===== src/shared/svcil_pkg.sv =====
// package: constants, register map and carrier types of the servo command input logic
`default_nettype none
package svcil_pkg;
  // clocking and contact filtering
  localparam int unsigned CLK_MHZ     = 200;
  localparam int unsigned DEB_TIME_US = 1000;
  localparam int unsigned DEB_CYCLES  = DEB_TIME_US * CLK_MHZ;

  // register byte offsets, presets occupy 7 words from OFS_PRESET
  localparam logic [7:0] OFS_CTRL       = 8'h00;
  localparam logic [7:0] OFS_ENC_DIV    = 8'h04;
  localparam logic [7:0] OFS_TRQ_FWD    = 8'h08;
  localparam logic [7:0] OFS_TRQ_REV    = 8'h0C;
  localparam logic [7:0] OFS_TRQ_FS     = 8'h10;
  localparam logic [7:0] OFS_MAX_SPD    = 8'h14;
  localparam logic [7:0] OFS_PRESET     = 8'h18;
  localparam logic [7:0] OFS_PRESET_END = 8'h34;
  localparam logic [7:0] OFS_STATUS     = 8'h34;
  localparam logic [7:0] OFS_POS_ERR    = 8'h38;
  localparam int unsigned N_PRESET      = 7;

  // control word fields
  localparam int unsigned CTRL_MODE_LSB = 0;
  localparam int unsigned CTRL_STOP_BIT = 2;
  localparam int unsigned CTRL_HALT_BIT = 3;
  localparam int unsigned CTRL_PFMT_LSB = 4;

  // reset values and scaling
  localparam logic        STOP_INV_RST  = 1'b0;
  localparam logic        HALT_FORM_RST = 1'b0;
  localparam logic [15:0] ENC_DIV_RST   = 16'h0001;
  localparam logic [15:0] TRQ_RST       = 16'h7FFF;
  localparam logic [15:0] SPD_RST       = 16'h7FFF;
  localparam int unsigned ANA_SHIFT     = 15;

  typedef enum logic [1:0] {
    MODE_SPEED    = 2'b00,
    MODE_POSITION = 2'b01,
    MODE_TORQUE   = 2'b10
  } svcil_mode_type;

  typedef enum logic [1:0] {
    PF_DIR_PULSE = 2'b00,
    PF_FWD_REV   = 2'b01,
    PF_QUAD      = 2'b10
  } svcil_pfmt_type;

  typedef enum logic [1:0] {
    ST_OFF   = 2'b00,
    ST_RUN   = 2'b01,
    ST_DECEL = 2'b10,
    ST_FAULT = 2'b11
  } svcil_state_type;

  typedef struct packed {
    logic servo_enable_in;
    logic select_bit2_in;
    logic select_bit1_in;
    logic select_bit0_in;
    logic dir_reverse_in;
    logic fwd_travel_limit_in;
    logic rev_travel_limit_in;
    logic analog_torque_limit_sel;
    logic alarm_clear_in;
    logic emergency_halt_in;
    logic loop_type_sel;
    logic stop_start_in;
  } svcil_contacts_type;

  typedef struct packed {
    logic        psel;
    logic        penable;
    logic        pwrite;
    logic [7:0]  paddr;
    logic [31:0] pwdata;
  } svcil_apb_req_type;

  typedef struct packed {
    logic [31:0] prdata;
    logic        pready;
    logic        pslverr;
  } svcil_apb_rsp_type;

  typedef struct packed {
    logic               drive_on;
    logic               hold_torque;
    logic               fast_decel;
    logic               ext_alarm;
    logic               p_only;
    logic               fwd_inhibit;
    logic               rev_inhibit;
    logic [1:0]         gear_sel;
    logic [1:0]         limit_sel;
    logic signed [15:0] speed_cmd;
    logic [15:0]        speed_limit;
    logic signed [15:0] torque_cmd;
    logic [15:0]        analog_torque_limit_sel_fwd;
    logic [15:0]        analog_torque_limit_sel_rev;
  } svcil_drive_cmd_type;

  typedef struct packed {
    logic enc_out_a;
    logic enc_out_a_n;
    logic enc_out_b;
    logic enc_out_b_n;
    logic enc_out_z;
    logic enc_out_z_n;
  } svcil_enc_out_type;
endpackage : svcil_pkg
`default_nettype wire


===== src/logic/svcil_debounce.sv =====
// contact synchroniser and debounce filter
`timescale 1ns/1ps
`default_nettype none
module svcil_debounce #(
  parameter int unsigned W   = 12,
  parameter int unsigned CNT = 200000
) (
  input  wire logic         pclk,
  input  wire logic         presetn,
  input  wire logic [W-1:0] raw_in,
  output logic      [W-1:0] clean_out,
  output logic              valid_out
);
  localparam int unsigned CW = $clog2(CNT + 1);

  typedef struct packed {
    logic [W-1:0]  s1;
    logic [W-1:0]  s2;
    logic [W-1:0]  last;
    logic [W-1:0]  clean;
    logic [CW-1:0] cnt;
    logic          valid;
  } svcil_deb_state_type;

  svcil_deb_state_type r;
  svcil_deb_state_type n;

  // whole vector must stay still for CNT cycles; one counter instead of one per contact
  always_comb begin
    n = r;
    n.s1 = raw_in;
    n.s2 = r.s1;
    n.last = r.s2;
    if (r.s2 != r.last) begin
      n.cnt = '0;
    end else if (r.cnt == CW'(CNT - 1)) begin
      n.clean = r.s2;
      n.valid = 1'b1;
    end else begin
      n.cnt = r.cnt + CW'(1);
    end
  end

  always_ff @(posedge pclk or negedge presetn) begin
    if (!presetn) begin
      r <= '0;
    end else begin
      r <= n;
    end
  end

  assign clean_out = r.clean;
  assign valid_out = r.valid;
endmodule : svcil_debounce
`default_nettype wire


===== src/logic/svcil_top.sv =====
// control-connector command input logic of the servo drive with its apb register file
`timescale 1ns/1ps
`default_nettype none
// How it works
// drive is enabled only while servo enable contact is on, any mode
// enable releases power stage and braking, then speed select rules apply
// speed mode: three select bits pick analog (0) or preset 1..7
// direction contact on inverts commanded speed, analog included
// controller keeps direction contact off with an upper position loop
// alarm clear drops the alarm and, in position mode, the pulse error
// controller drops servo enable before requesting alarm clear
// stop forces speed command to zero and holds stopping torque; code raises hold_torque in speed mode only
// stop contact sense is selectable in the control register
// halt raises alarm, overrides inputs, decelerates fast, then drive off
// halt contact form is selectable in the control register
// travel limit off means active; it blocks motion that way
// torque limit select on: analog limit; off: stored fwd/rev limits
// analog limit scales by magnitude, full input gives full-scale torque
// analog speed maps linearly, full scale gives max speed each way
// loop type contact on gives P-only, off gives PI speed loop
// controller uses loop type only for long zero-speed holding
// command pulses: dir+pulse, fwd/rev trains or quadrature, selectable
// motor encoder divided by a ratio and sent out as A/B/Z pairs
// first two select bits: gear in position, limit select in torque
// analog inputs change meaning with speed, position and torque modes
// every contact is synchronised and debounced before use
module svcil_top #(
  parameter int unsigned DEB_CYCLES = svcil_pkg::DEB_CYCLES
) (
  input  wire logic                           pclk,
  input  wire logic                           presetn,
  input  wire svcil_pkg::svcil_apb_req_type   apb_req,
  output var  svcil_pkg::svcil_apb_rsp_type   apb_rsp,
  input  wire svcil_pkg::svcil_contacts_type  contacts_in,
  input  wire logic                           fwd_cmd_pulse_in,
  input  wire logic                           rev_cmd_pulse_in,
  input  wire logic signed [15:0]             analog_speed_in,
  input  wire logic signed [15:0]             analog_torque_in,
  input  wire logic                           mot_enc_a,
  input  wire logic                           mot_enc_b,
  input  wire logic                           mot_enc_z,
  input  wire logic                           drive_fault_in,
  input  wire logic                           zero_speed_in,
  output var  svcil_pkg::svcil_drive_cmd_type drive_cmd,
  output var  svcil_pkg::svcil_enc_out_type   enc_out,
  output logic signed [31:0]                  pos_error
);
  localparam int unsigned NP = svcil_pkg::N_PRESET;

  typedef struct packed {
    svcil_pkg::svcil_state_type     st;
    logic [1:0]                     mode;
    logic                           stop_inv;
    logic                           halt_form;
    logic [1:0]                     pfmt;
    logic [15:0]                    enc_div;
    logic [15:0]                    trq_fwd;
    logic [15:0]                    trq_rev;
    logic [15:0]                    trq_fs;
    logic [15:0]                    max_spd;
    logic [NP-1:0][15:0]            preset;
    logic [31:0]                    prdata;
    logic                           pslverr;
    logic                           alarm;
    logic signed [31:0]             pos_err;
    logic [1:0]                     cmd_prev;
    logic [1:0]                     fb_prev;
    logic signed [16:0]             div_acc;
    logic [1:0]                     out_ph;
    svcil_pkg::svcil_enc_out_type   enc;
    svcil_pkg::svcil_drive_cmd_type cmd;
  } svcil_top_state_type;

  svcil_top_state_type           r;
  svcil_top_state_type           n;
  svcil_pkg::svcil_contacts_type c;
  logic                          c_valid;

  // gray position of an a/b pair: 00,01,11,10 counts upward
  function automatic logic [1:0] quad_pos(input logic [1:0] ab);
    return {ab[1], ab[1] ^ ab[0]};
  endfunction : quad_pos

  // one quadrature step, a double jump is dropped as illegal
  function automatic logic signed [1:0] quad_step(input logic [1:0] prev,
                                                  input logic [1:0] cur);
    logic [1:0] d;
    d = quad_pos(cur) - quad_pos(prev);
    case (d)
      2'h1:    return 2'sh1;
      2'h3:    return 2'sh3;
      default: return 2'sh0;
    endcase
  endfunction : quad_step

  // signed input times a 15-bit full-scale value, full input is 2^15
  function automatic logic signed [15:0] scale_s(input logic signed [15:0] a,
                                                 input logic [14:0] k);
    logic signed [31:0] p;
    p = a * $signed({1'b0, k});
    return p[svcil_pkg::ANA_SHIFT +: 16];
  endfunction : scale_s

  // magnitude times a 16-bit full-scale value
  function automatic logic [15:0] scale_m(input logic [15:0] m,
                                          input logic [15:0] k);
    logic [31:0] p;
    p = m * k;
    return p[svcil_pkg::ANA_SHIFT +: 16];
  endfunction : scale_m

  function automatic logic [15:0] abs16(input logic signed [15:0] a);
    return a[15] ? 16'(-a) : a;
  endfunction : abs16

  // saturating negate so the most negative preset cannot wrap
  function automatic logic signed [15:0] neg_sat(input logic signed [15:0] a);
    return (a == 16'sh8000) ? 16'sh7FFF : -a;
  endfunction : neg_sat

  // aligned word; status and error words are read-only
  function automatic logic addr_ok(input logic [7:0] a, input logic wr);
    return (a[1:0] == 2'h0) &&
           ((a < svcil_pkg::OFS_PRESET_END) || (!wr && a <= svcil_pkg::OFS_POS_ERR));
  endfunction : addr_ok

  function automatic logic [2:0] preset_idx(input logic [7:0] a);
    logic [7:0] t;
    t = a - svcil_pkg::OFS_PRESET;
    return t[4:2];
  endfunction : preset_idx

  // contacts pass two flops and a stability filter
  svcil_debounce #(
    .W   ($bits(svcil_pkg::svcil_contacts_type)),
    .CNT (DEB_CYCLES)
  ) u_debounce (
    .pclk      (pclk),
    .presetn   (presetn),
    .raw_in    (contacts_in),
    .clean_out (c),
    .valid_out (c_valid)
  );

  // next-state logic: bus slave, sequencing, command shaping, pulse and encoder paths
  always_comb begin
    logic               setup;
    logic               wr;
    logic               halt;
    logic               stop;
    logic               fault;
    logic               run;
    logic               drv;
    logic               use_ana;
    logic               is_spd;
    logic               is_pos;
    logic               is_trq;
    logic [2:0]         sel;
    logic [15:0]        tq_mag;
    logic [15:0]        dv;
    logic signed [15:0] spd;
    logic signed [15:0] tqc;
    logic signed [1:0]  cstep;
    logic signed [1:0]  fstep;
    logic signed [16:0] acc;
    logic [1:0]         cur;
    logic [31:0]        rd;
    setup = 1'b0;
    wr = 1'b0;
    halt = 1'b0;
    stop = 1'b0;
    fault = 1'b0;
    run = 1'b0;
    drv = 1'b0;
    use_ana = 1'b0;
    is_spd = 1'b0;
    is_pos = 1'b0;
    is_trq = 1'b0;
    sel = 3'h0;
    tq_mag = 16'h0000;
    dv = 16'h0001;
    spd = 16'sh0000;
    tqc = 16'sh0000;
    cstep = 2'sh0;
    fstep = 2'sh0;
    acc = 17'sh00000;
    cur = 2'h0;
    rd = 32'h0000_0000;
    n = r;

    // apb: read data and error latched in setup, writes land at the access edge
    setup = apb_req.psel & ~apb_req.penable;
    wr = apb_req.psel & apb_req.penable & apb_req.pwrite;
    if (setup) begin
      case (apb_req.paddr)
        svcil_pkg::OFS_CTRL: begin
          rd[svcil_pkg::CTRL_MODE_LSB +: 2] = r.mode;
          rd[svcil_pkg::CTRL_STOP_BIT] = r.stop_inv;
          rd[svcil_pkg::CTRL_HALT_BIT] = r.halt_form;
          rd[svcil_pkg::CTRL_PFMT_LSB +: 2] = r.pfmt;
        end
        svcil_pkg::OFS_ENC_DIV: rd = {16'h0000, r.enc_div};
        svcil_pkg::OFS_TRQ_FWD: rd = {16'h0000, r.trq_fwd};
        svcil_pkg::OFS_TRQ_REV: rd = {16'h0000, r.trq_rev};
        svcil_pkg::OFS_TRQ_FS:  rd = {16'h0000, r.trq_fs};
        svcil_pkg::OFS_MAX_SPD: rd = {16'h0000, r.max_spd};
        svcil_pkg::OFS_STATUS: begin
          rd = {13'h0000, r.st, r.alarm, r.cmd.drive_on, r.cmd.fwd_inhibit,
                r.cmd.rev_inhibit, c_valid, c};
        end
        svcil_pkg::OFS_POS_ERR: rd = r.pos_err;
        default: begin
          if (addr_ok(apb_req.paddr, 1'b1) && apb_req.paddr >= svcil_pkg::OFS_PRESET) begin
            rd = {16'h0000, r.preset[preset_idx(apb_req.paddr)]};
          end
        end
      endcase
      n.prdata = rd;
      n.pslverr = ~addr_ok(apb_req.paddr, apb_req.pwrite);
    end
    if (wr && addr_ok(apb_req.paddr, 1'b1)) begin
      case (apb_req.paddr)
        svcil_pkg::OFS_CTRL: begin
          n.mode = apb_req.pwdata[svcil_pkg::CTRL_MODE_LSB +: 2];
          n.stop_inv = apb_req.pwdata[svcil_pkg::CTRL_STOP_BIT];
          n.halt_form = apb_req.pwdata[svcil_pkg::CTRL_HALT_BIT];
          n.pfmt = apb_req.pwdata[svcil_pkg::CTRL_PFMT_LSB +: 2];
        end
        svcil_pkg::OFS_ENC_DIV: n.enc_div = apb_req.pwdata[15:0];
        svcil_pkg::OFS_TRQ_FWD: n.trq_fwd = apb_req.pwdata[15:0];
        svcil_pkg::OFS_TRQ_REV: n.trq_rev = apb_req.pwdata[15:0];
        svcil_pkg::OFS_TRQ_FS:  n.trq_fs = apb_req.pwdata[15:0];
        svcil_pkg::OFS_MAX_SPD: n.max_spd = apb_req.pwdata[15:0];
        default: n.preset[preset_idx(apb_req.paddr)] = apb_req.pwdata[15:0];
      endcase
    end

    // mode 2'b11 is unused and behaves as speed mode
    is_pos = (r.mode == svcil_pkg::MODE_POSITION);
    is_trq = (r.mode == svcil_pkg::MODE_TORQUE);
    is_spd = ~is_pos & ~is_trq;

    // halt form 0 is a break contact: held on in normal work, off means halt
    halt = c_valid & (r.halt_form ? c.emergency_halt_in : ~c.emergency_halt_in);
    stop = c_valid & (c.stop_start_in ^ r.stop_inv);
    fault = drive_fault_in | halt;

    // alarm latch: a fault in the clearing cycle keeps the alarm
    if (fault) begin
      n.alarm = 1'b1;
    end else if (c_valid && c.alarm_clear_in) begin
      n.alarm = 1'b0;
    end

    // sequencing; nothing starts before the contact filter has settled
    case (r.st)
      svcil_pkg::ST_OFF: begin
        if (fault || r.alarm) begin
          n.st = svcil_pkg::ST_FAULT;
        end else if (c_valid && c.servo_enable_in) begin
          n.st = svcil_pkg::ST_RUN;
        end
      end
      svcil_pkg::ST_RUN: begin
        if (halt) begin
          n.st = svcil_pkg::ST_DECEL;
        end else if (fault || r.alarm) begin
          n.st = svcil_pkg::ST_FAULT;
        end else if (!c.servo_enable_in) begin
          n.st = svcil_pkg::ST_OFF;
        end
      end
      svcil_pkg::ST_DECEL: begin
        // other contacts are ignored here until standstill
        if (zero_speed_in) begin
          n.st = svcil_pkg::ST_FAULT;
        end
      end
      svcil_pkg::ST_FAULT: begin
        if (!r.alarm && !fault) begin
          n.st = svcil_pkg::ST_OFF;
        end
      end
      default: n.st = svcil_pkg::ST_OFF;
    endcase
    run = (r.st == svcil_pkg::ST_RUN);
    // the enable contact gates the power stage in every state
    drv = (run | (r.st == svcil_pkg::ST_DECEL)) & c_valid & c.servo_enable_in;

    // speed command: select 0 takes the analog input, 1..7 a preset
    sel = {c.select_bit2_in, c.select_bit1_in, c.select_bit0_in};
    if (is_spd) begin
      if (sel == 3'h0) begin
        spd = scale_s(analog_speed_in, r.max_spd[14:0]);
      end else begin
        spd = r.preset[3'(sel - 3'h1)];
      end
      if (c.dir_reverse_in) begin
        spd = neg_sat(spd);
      end
    end
    if (stop || !run) begin
      spd = 16'sh0000;
    end

    // travel limits are break contacts; off blocks that direction
    n.cmd.fwd_inhibit = ~c.fwd_travel_limit_in;
    n.cmd.rev_inhibit = ~c.rev_travel_limit_in;
    if ((n.cmd.fwd_inhibit && spd > 16'sh0000) || (n.cmd.rev_inhibit && spd < 16'sh0000)) begin
      spd = 16'sh0000;
    end

    // torque: analog limit outside torque mode, command inside it
    tq_mag = scale_m(abs16(analog_torque_in), r.trq_fs);
    use_ana = c.analog_torque_limit_sel & ~is_trq;
    if (is_trq && drv) begin
      tqc = scale_s(analog_torque_in, r.trq_fs[14:0]);
    end
    if ((n.cmd.fwd_inhibit && tqc > 16'sh0000) || (n.cmd.rev_inhibit && tqc < 16'sh0000)) begin
      tqc = 16'sh0000;
    end

    n.cmd.drive_on = drv;
    n.cmd.hold_torque = run & stop & is_spd;
    n.cmd.fast_decel = (r.st == svcil_pkg::ST_DECEL);
    n.cmd.ext_alarm = n.alarm;
    n.cmd.p_only = c.loop_type_sel & ~is_trq;
    n.cmd.gear_sel = is_pos ? sel[1:0] : 2'h0;
    n.cmd.limit_sel = is_trq ? sel[1:0] : 2'h0;
    n.cmd.speed_cmd = spd;
    n.cmd.torque_cmd = tqc;
    n.cmd.analog_torque_limit_sel_fwd = use_ana ? tq_mag : r.trq_fwd;
    n.cmd.analog_torque_limit_sel_rev = use_ana ? tq_mag : r.trq_rev;
    n.cmd.speed_limit = is_trq ? scale_m(abs16(analog_speed_in), {1'b0, r.max_spd[14:0]})
                               : 16'h0000;

    // command pulse decode in the selected format
    cur = {fwd_cmd_pulse_in, rev_cmd_pulse_in};
    n.cmd_prev = cur;
    case (r.pfmt)
      svcil_pkg::PF_DIR_PULSE: begin
        if (cur[1] && !r.cmd_prev[1]) begin
          cstep = cur[0] ? 2'sh3 : 2'sh1;
        end
      end
      svcil_pkg::PF_FWD_REV: begin
        if (cur[1] && !r.cmd_prev[1] && !(cur[0] && !r.cmd_prev[0])) begin
          cstep = 2'sh1;
        end else if (cur[0] && !r.cmd_prev[0] && !(cur[1] && !r.cmd_prev[1])) begin
          cstep = 2'sh3;
        end
      end
      svcil_pkg::PF_QUAD: cstep = quad_step(r.cmd_prev, cur);
      default: cstep = 2'sh0;
    endcase

    // feedback steps from the motor encoder
    n.fb_prev = {mot_enc_a, mot_enc_b};
    fstep = quad_step(r.fb_prev, n.fb_prev);

    // following error; a clear reloads this cycle's steps so none are lost
    if (is_pos && c_valid && c.alarm_clear_in) begin
      n.pos_err = 32'(cstep) - 32'(fstep);
    end else if (is_pos && drv) begin
      n.pos_err = r.pos_err + 32'(cstep) - 32'(fstep);
    end

    // encoder divider: one output edge per dv motor edges, ratio 0 acts as 1
    dv = (r.enc_div == 16'h0000) ? 16'h0001 : r.enc_div;
    acc = r.div_acc + 17'(fstep);
    if (acc >= $signed({1'b0, dv})) begin
      acc = acc - $signed({1'b0, dv});
      n.out_ph = r.out_ph + 2'h1;
    end else if (acc <= -$signed({1'b0, dv})) begin
      acc = acc + $signed({1'b0, dv});
      n.out_ph = r.out_ph - 2'h1;
    end
    n.div_acc = acc;
    n.enc.enc_out_a = n.out_ph[1];
    n.enc.enc_out_a_n = ~n.out_ph[1];
    n.enc.enc_out_b = n.out_ph[1] ^ n.out_ph[0];
    n.enc.enc_out_b_n = ~(n.out_ph[1] ^ n.out_ph[0]);
    n.enc.enc_out_z = mot_enc_z;
    n.enc.enc_out_z_n = ~mot_enc_z;
  end

  // state register; differential complements idle high
  always_ff @(posedge pclk or negedge presetn) begin
    if (!presetn) begin
      r <= '0;
      r.stop_inv <= svcil_pkg::STOP_INV_RST;
      r.halt_form <= svcil_pkg::HALT_FORM_RST;
      r.enc_div <= svcil_pkg::ENC_DIV_RST;
      r.trq_fwd <= svcil_pkg::TRQ_RST;
      r.trq_rev <= svcil_pkg::TRQ_RST;
      r.trq_fs <= svcil_pkg::TRQ_RST;
      r.max_spd <= svcil_pkg::SPD_RST;
      r.enc.enc_out_a_n <= 1'b1;
      r.enc.enc_out_b_n <= 1'b1;
      r.enc.enc_out_z_n <= 1'b1;
      r.cmd.fwd_inhibit <= 1'b1;
      r.cmd.rev_inhibit <= 1'b1;
    end else begin
      r <= n;
    end
  end

  // zero-wait slave: every access completes in its first access cycle
  assign apb_rsp = '{prdata: r.prdata, pready: 1'b1, pslverr: r.pslverr};
  assign drive_cmd = r.cmd;
  assign enc_out = r.enc;
  assign pos_error = r.pos_err;
endmodule : svcil_top
`default_nettype wire


===== config.mk =====
export PLATFORM = sky130hd
export DESIGN_NAME = svcil_top
export DESIGN_NICKNAME = d
export VERILOG_FILES = /design/src/shared/svcil_pkg.sv /design/src/logic/svcil_debounce.sv /design/src/logic/svcil_top.sv
export SDC_FILE = /design/constraint.sdc
export NUM_CORES = 2
export LEC_CHECK = 0
export ABC_AREA = 0
export BUFFER_PORTS_ARGS = -buffer_cell sky130_fd_sc_hd__buf_2
export CAP_MARGIN = 20
export CORE_UTILIZATION = 64
export CTS_BUF_LIST = sky130_fd_sc_hd__clkbuf_8 sky130_fd_sc_hd__clkbuf_16
export DETAILED_ROUTE_END_ITERATION = 10
export PLACE_DENSITY = 0.82
export SETUP_SLACK_MARGIN = 0.5
export SYNTH_ARGS = -nofsm -noshare
export SYNTH_HDL_FRONTEND = slang
export SYNTH_SLANG_ARGS = --single-unit

===== constraint.sdc =====
create_clock -name pclk -period 15.4 [get_ports pclk]
set_clock_uncertainty 0.2 [all_clocks]
set_input_delay 4.62 -clock pclk [delete_from_list [all_inputs] [get_ports pclk]]
set_output_delay 4.62 -clock pclk [all_outputs]
set_load 0.1 [all_outputs]

======== After elaboration in Yosys (flattened, before gate mapping) ========
Index checks and enable logic that the tools add are counted.
word-level totals
  flip-flop bits (word level) ............. 452
  input port bits ......................... 96
  output and inout bits ................... 163
  word-level logic and storage cells ...... 246
cells by class
  add/subtract/negate cells ............... 17
  $mul .................................... 4
  $lt $le $gt $ge ......................... 12
  eq/ne operators ......................... 26
  mux-type cells .......................... 53
  bitwise gates (word level) .............. 32
  reductions and logical operators ........ 52
operators by type and width
  operator                                                         count
  2-to-1 mux 16 bit                                                19
  case mux 26 bit (8 select lines)                                 1
  bitwise mux 112 bit                                              1
  binary-select mux 16 bit (select 3 bit)                          2
  multiplier 16 x 16 -> 31 bit                                     3
  2-to-1 mux 32 bit                                                2
  demux 16 bit (select 3 bit)                                      1
  negator 16 bit                                                   3
  case mux 6 bit (8 select lines)                                  1
  2-to-1 mux 18 bit                                                2
  2-to-1 mux 17 bit                                                2
  adder 32 x 2 -> 32 bit                                           1
  greater-than comparator 16 x 1 -> 1 bit (second input constant)  2
  < comparator 16 x 1 -> 1 bit (second input constant)             2
  subtractor 32 x 2 -> 32 bit                                      1
  multiplier 16 x 15 -> 31 bit                                     1
  2-to-1 mux 2 bit                                                 15
  logical AND 1 bit                                                21
  adder 18 x 1 -> 18 bit (second input constant)                   1
  equality test 18 bit (second input constant)                     1
  adder 17 bit                                                     1
  adder 17 x 2 -> 17 bit                                           1
  greater-or-equal comparator 17 bit                               1
  <= comparator 17 bit                                             1
  43 further kinds                                                 110

======== Longest topological paths before layout ========
  word-level depth ........................ 14
  depth in mapped cells ................... 34
  gate-level depth less buffers ........... 32

======== By module ========
From an unflattened synthesis, not the netlist that was laid out.
second synthesis, totals
  cells, all modules ...................... 6,438
  area, all modules ....................... 60,257.8 um2
modules (own cells, without submodules)
  module          instances  cells an instance  area an instance (um2)  sequential area each (um2)
  svcil_top       1          6,254              57,707.8                9,691.8
  svcil_debounce  1          184                2,549.9                 1,676.6

======== Worst setup path after synthesis ========
OpenSTA, ideal clock, no wires.
  path kind ............................... input to register
  from .................................... input analog_speed_in[5]
  to ...................................... register r, in the netlist drive_cmd[63]
  library setup time ...................... 0.119 ns
  arrival time ............................ 12.219 ns
  required time ........................... 15.081 ns
  path slack .............................. 2.862 ns
  stages .................................. 27
  buffers on the path ..................... 2
  cells stage by stage .................... clkbuf_1 > or4_1 > or4_1 > nand2_1 > xnor2_1 > clkbuf_1 > nand2_1 > fa_1 > inv_1 > fa_1 > fa_1 > fa_1 > fa_1 > fa_1 > ha_1 > or3_1 > a221oi_1 > o221ai_1 > a211oi_1 > a211oi_1 > o311ai_0 > o21ai_0 > a21oi_1 > inv_1 > a21oi_1 > xnor2_1 > and2_1
RTL lines
  item                  line              RTL
  from (decl)           svcil_top.sv:37   input wire logic signed [15:0] analog_speed_in,
  to (signal assigned)  svcil_top.sv:404  r <= n;
  to (decl)             svcil_top.sv:74   svcil_top_state_type r;

==> impl_metrics.toml <==
[run_status]
run_status = "finished, final reports clean"

[floorplan]
io_pins = 259
dieWidth_um = 308
initial_core_util_pct = 64.5
core_mm2 = 0.0932
num_rows = 112
die-area_mm2 = 0.0951
die_h_um = 308

[detailed_routing]
drc = 0
avgRoutedWirePerCell_um = 20.4
drt_iter0_drc = 3640
routed_wl_mm = 154
antenna_left = 0
via_per_inst = 5.95
drt-pass1-iter-count = 9
vias = 44900

[sta]
relSlewSlack_pct = 24.1
holdWs_ps = 151
slew_viol_final = 0
period_share_pct = 85.0
finalSetupViolations = 0
final.min_clock_period_ps = 13080
final_hold_viol_count = 0
fin_tns_setup_ps = 0
setup_slack_ps = 2320
rsz0062_at_grt = "no"
worst_slew_pin_slew_ps = 1140
fmax_mhz = 76.4

[worst_setup_path]
critPathArrivalTime_ps = 13380
r2r_slack_ps = 6130
cp-end-kind = "flop"
critical_path_required_ps = 15700
slowest_delay_ps = 620
start_kind = "input port"
crit_fanout = 17
r2r_end = "drive_cmd[71]"
critPathBufInv = 5
rr_worst_depth = 24
cpMaxStageDelayCell = "or4_1"
crit_top_cell = "fa_1"
r2r_start = "r[299]"
cp_top_family = "adder cells"
cp.depth = 29
path_class = "in2reg"

[synth]
synth-seq-cells = 451
syn_nets = 7821
ys.warnings.count = 0
synth_most_common_cell = "inv_1"
synth-edff-count = 0
yosys.area.top_type = "fa_1"
postSynthAreaPerCell_um2 = 9.42
yosysSeqAreaShare_pct = 18.9
ys_types = 91
synth_top_area_share_pct = 29.5
ys_async_sr_fraction_pct = 100
synth_commonest_cells = "inv_1 (1094), fa_1 (887), nand2_1 (802)"
synth_area_mm2 = 0.0601
yosys-top-cells-area = "fa_1 (30%), dfrtp_1 (16%), ha_1 (9.6%), inv_1 (6.8%), nand2_1 (5.0%)"
synth-main-ff-cell = "dfrtp_1"
syn_inst = 6379

[placed_design]
post-place-ws_ps = 1740
io_buffers = 241
place_congestion = 0.928
hpwl_mm = 116
dp_cells = 7454

[min_path]
worstHoldEndpoint = "u_debounce.n[41]"
worstHoldPathType = "reg2reg"
hp-start = "u_debounce.n[53]"
whs_path_depth = 0

[global_route]
grt_pass1_vias = 47600
grt_antenna_before_repair = 17
grt_remaining_overflow = 0
track_usage_pct = 33.6
grt_pass1_wl_mm = 251
grt_max_degree = 180

[clocking]
post-cts-setup-buffer-count = 0
clock-sinks = 451
clk_pin_slew_ps = 60
cts_htree_levels = 2
cts_made_buffers = 49
clock-root-buffer = "clkbuf_16"
clk_latency_ps = 620
max-clock-path-buffers = 3
cts-resized-gates = 0
postCtsHoldBufs = 0
cts_tree = "yes"

[pwr]
finalPower_mw = 4.60
powerDensity_mw_per_mm2 = 73.1
leakage_nw = 31.5
ir_worst_vdd_mv = 0.236

[flow_run]
drv_cap = 0

[layout]
fin_cells = 7556
final_layout_size_suffix_gt1_share_pct = 12.2
final_nets = 7698
area_delta_synth_final_pct = 4.71
[sequential cells by signal, summed over array words and instances, names as in the netlist]
| name | cells |
|---|---|
| u_debounce.valid_out | 1 |
| u_debounce.r | 30 |
| apb_rsp | 33 |
| enc_out | 6 |
| r | 222 |
| u_debounce.n | 24 |
| pos_error | 32 |
| u_debounce.clean_out | 12 |
| drive_cmd | 91 |
[worst max-delay path by stage]
stage                             startpoint            end  slack, ps
after floorplan           analog_speed_in[5]  drive_cmd[63]       2860
after global placement    analog_speed_in[6]  drive_cmd[63]       1840
after detailed placement  analog_speed_in[6]  drive_cmd[63]       1740
after CTS                 analog_speed_in[6]  drive_cmd[63]       2330
after global routing      analog_speed_in[6]  drive_cmd[63]       1570
final                     analog_speed_in[6]  drive_cmd[63]       2320
[logic make-up (layout without fill, tap and decap cells)]
kind of cell,after synthesis,in the layout,share of synthesized area [%]
and+or+nand+nor,1789,1789,14.0
buffers and inverters,1581,1497,10.9
adders and majority gates,1346,1346,39.1
AOI/OAI and AO/OA,707,707,7.95
DFF,451,451,18.9
muxes,298,298,6.05
xor gates and xnor gates,206,206,3.03
other,1,8,0.00624
[per-stage QoR]
step	instance area, µm²	utilization (%)
after floorplan	60100	-
after global placement	61000	65.5
after detailed placement	61000	65.5
after CTS	62900	67.4
after global routing	62900	67.5
final	62900	67.5
[placed cells by master, fill, tap and decap left out, types with 41 or more instances in the layout]
master | Yosys | routed
inv_1 | 1094 | 1100
fa_1 | 887 | 887
nand2_1 | 802 | 802
ha_1 | 459 | 459
and2_1 | 407 | 407
dfrtp_1 | 385 | 385
nor2_1 | 260 | 258
buf_2 | 5 | 240
mux2_2 | 213 | 213
a21oi_1 | 194 | 193
xnor2_1 | 147 | 142
o21ai_0 | 114 | 114
nand3_1 | 74 | 74
buf_4 | 165 | 67
dfstp_2 | 66 | 66
a21o_1 | 62 | 62
xor2_1 | 58 | 58
mux2i_1 | 54 | 54
nor3_1 | 57 | 53
clkbuf_16 | 0 | 50
a211oi_1 | 41 | 41
[area by class of cell]
cell class,instances,area (µm²)
clock inverters,33,459
flip-flops and latches,451,11400
clock buffers,57,1350
diodes,7,17.5
multi-input cells,4347,42300
repair buffers,312,1790
fillers,7000,30300
inverters,1095,4110
well taps,1254,1570
[metal layers]
metal	part of all wire [%]	routed length, µm	up-vias	track usage [%]
met1	39	59600	22600	44.1
met5	0.044	68	-	0
met4	5.1	7920	12	16.1
li1	-	-	19700	-
met3	9.3	14300	423	6.44
met2	47	72100	2147	53.8
[power by group]
part	switching (mW)	internal (mW)	total [mW]
combinational	1.26	0.726	1.99
sequential	0.0284	1.25	1.28
clock	0.533	0.798	1.33
[worst reg2reg max path: cells and delay by family (launching register included)]
| family | cells | cell delay, ps |
|---|---|---|
| simple gates | 4 | 1260 |
| fa+ha+maj | 7 | 3640 |
| flops | 1 | 1050 |
| mux | 1 | 330 |
| buf+inv | 3 | 250 |
| compound gates | 9 | 2450 |
Note: power is estimated with default switching activity, not from simulation.
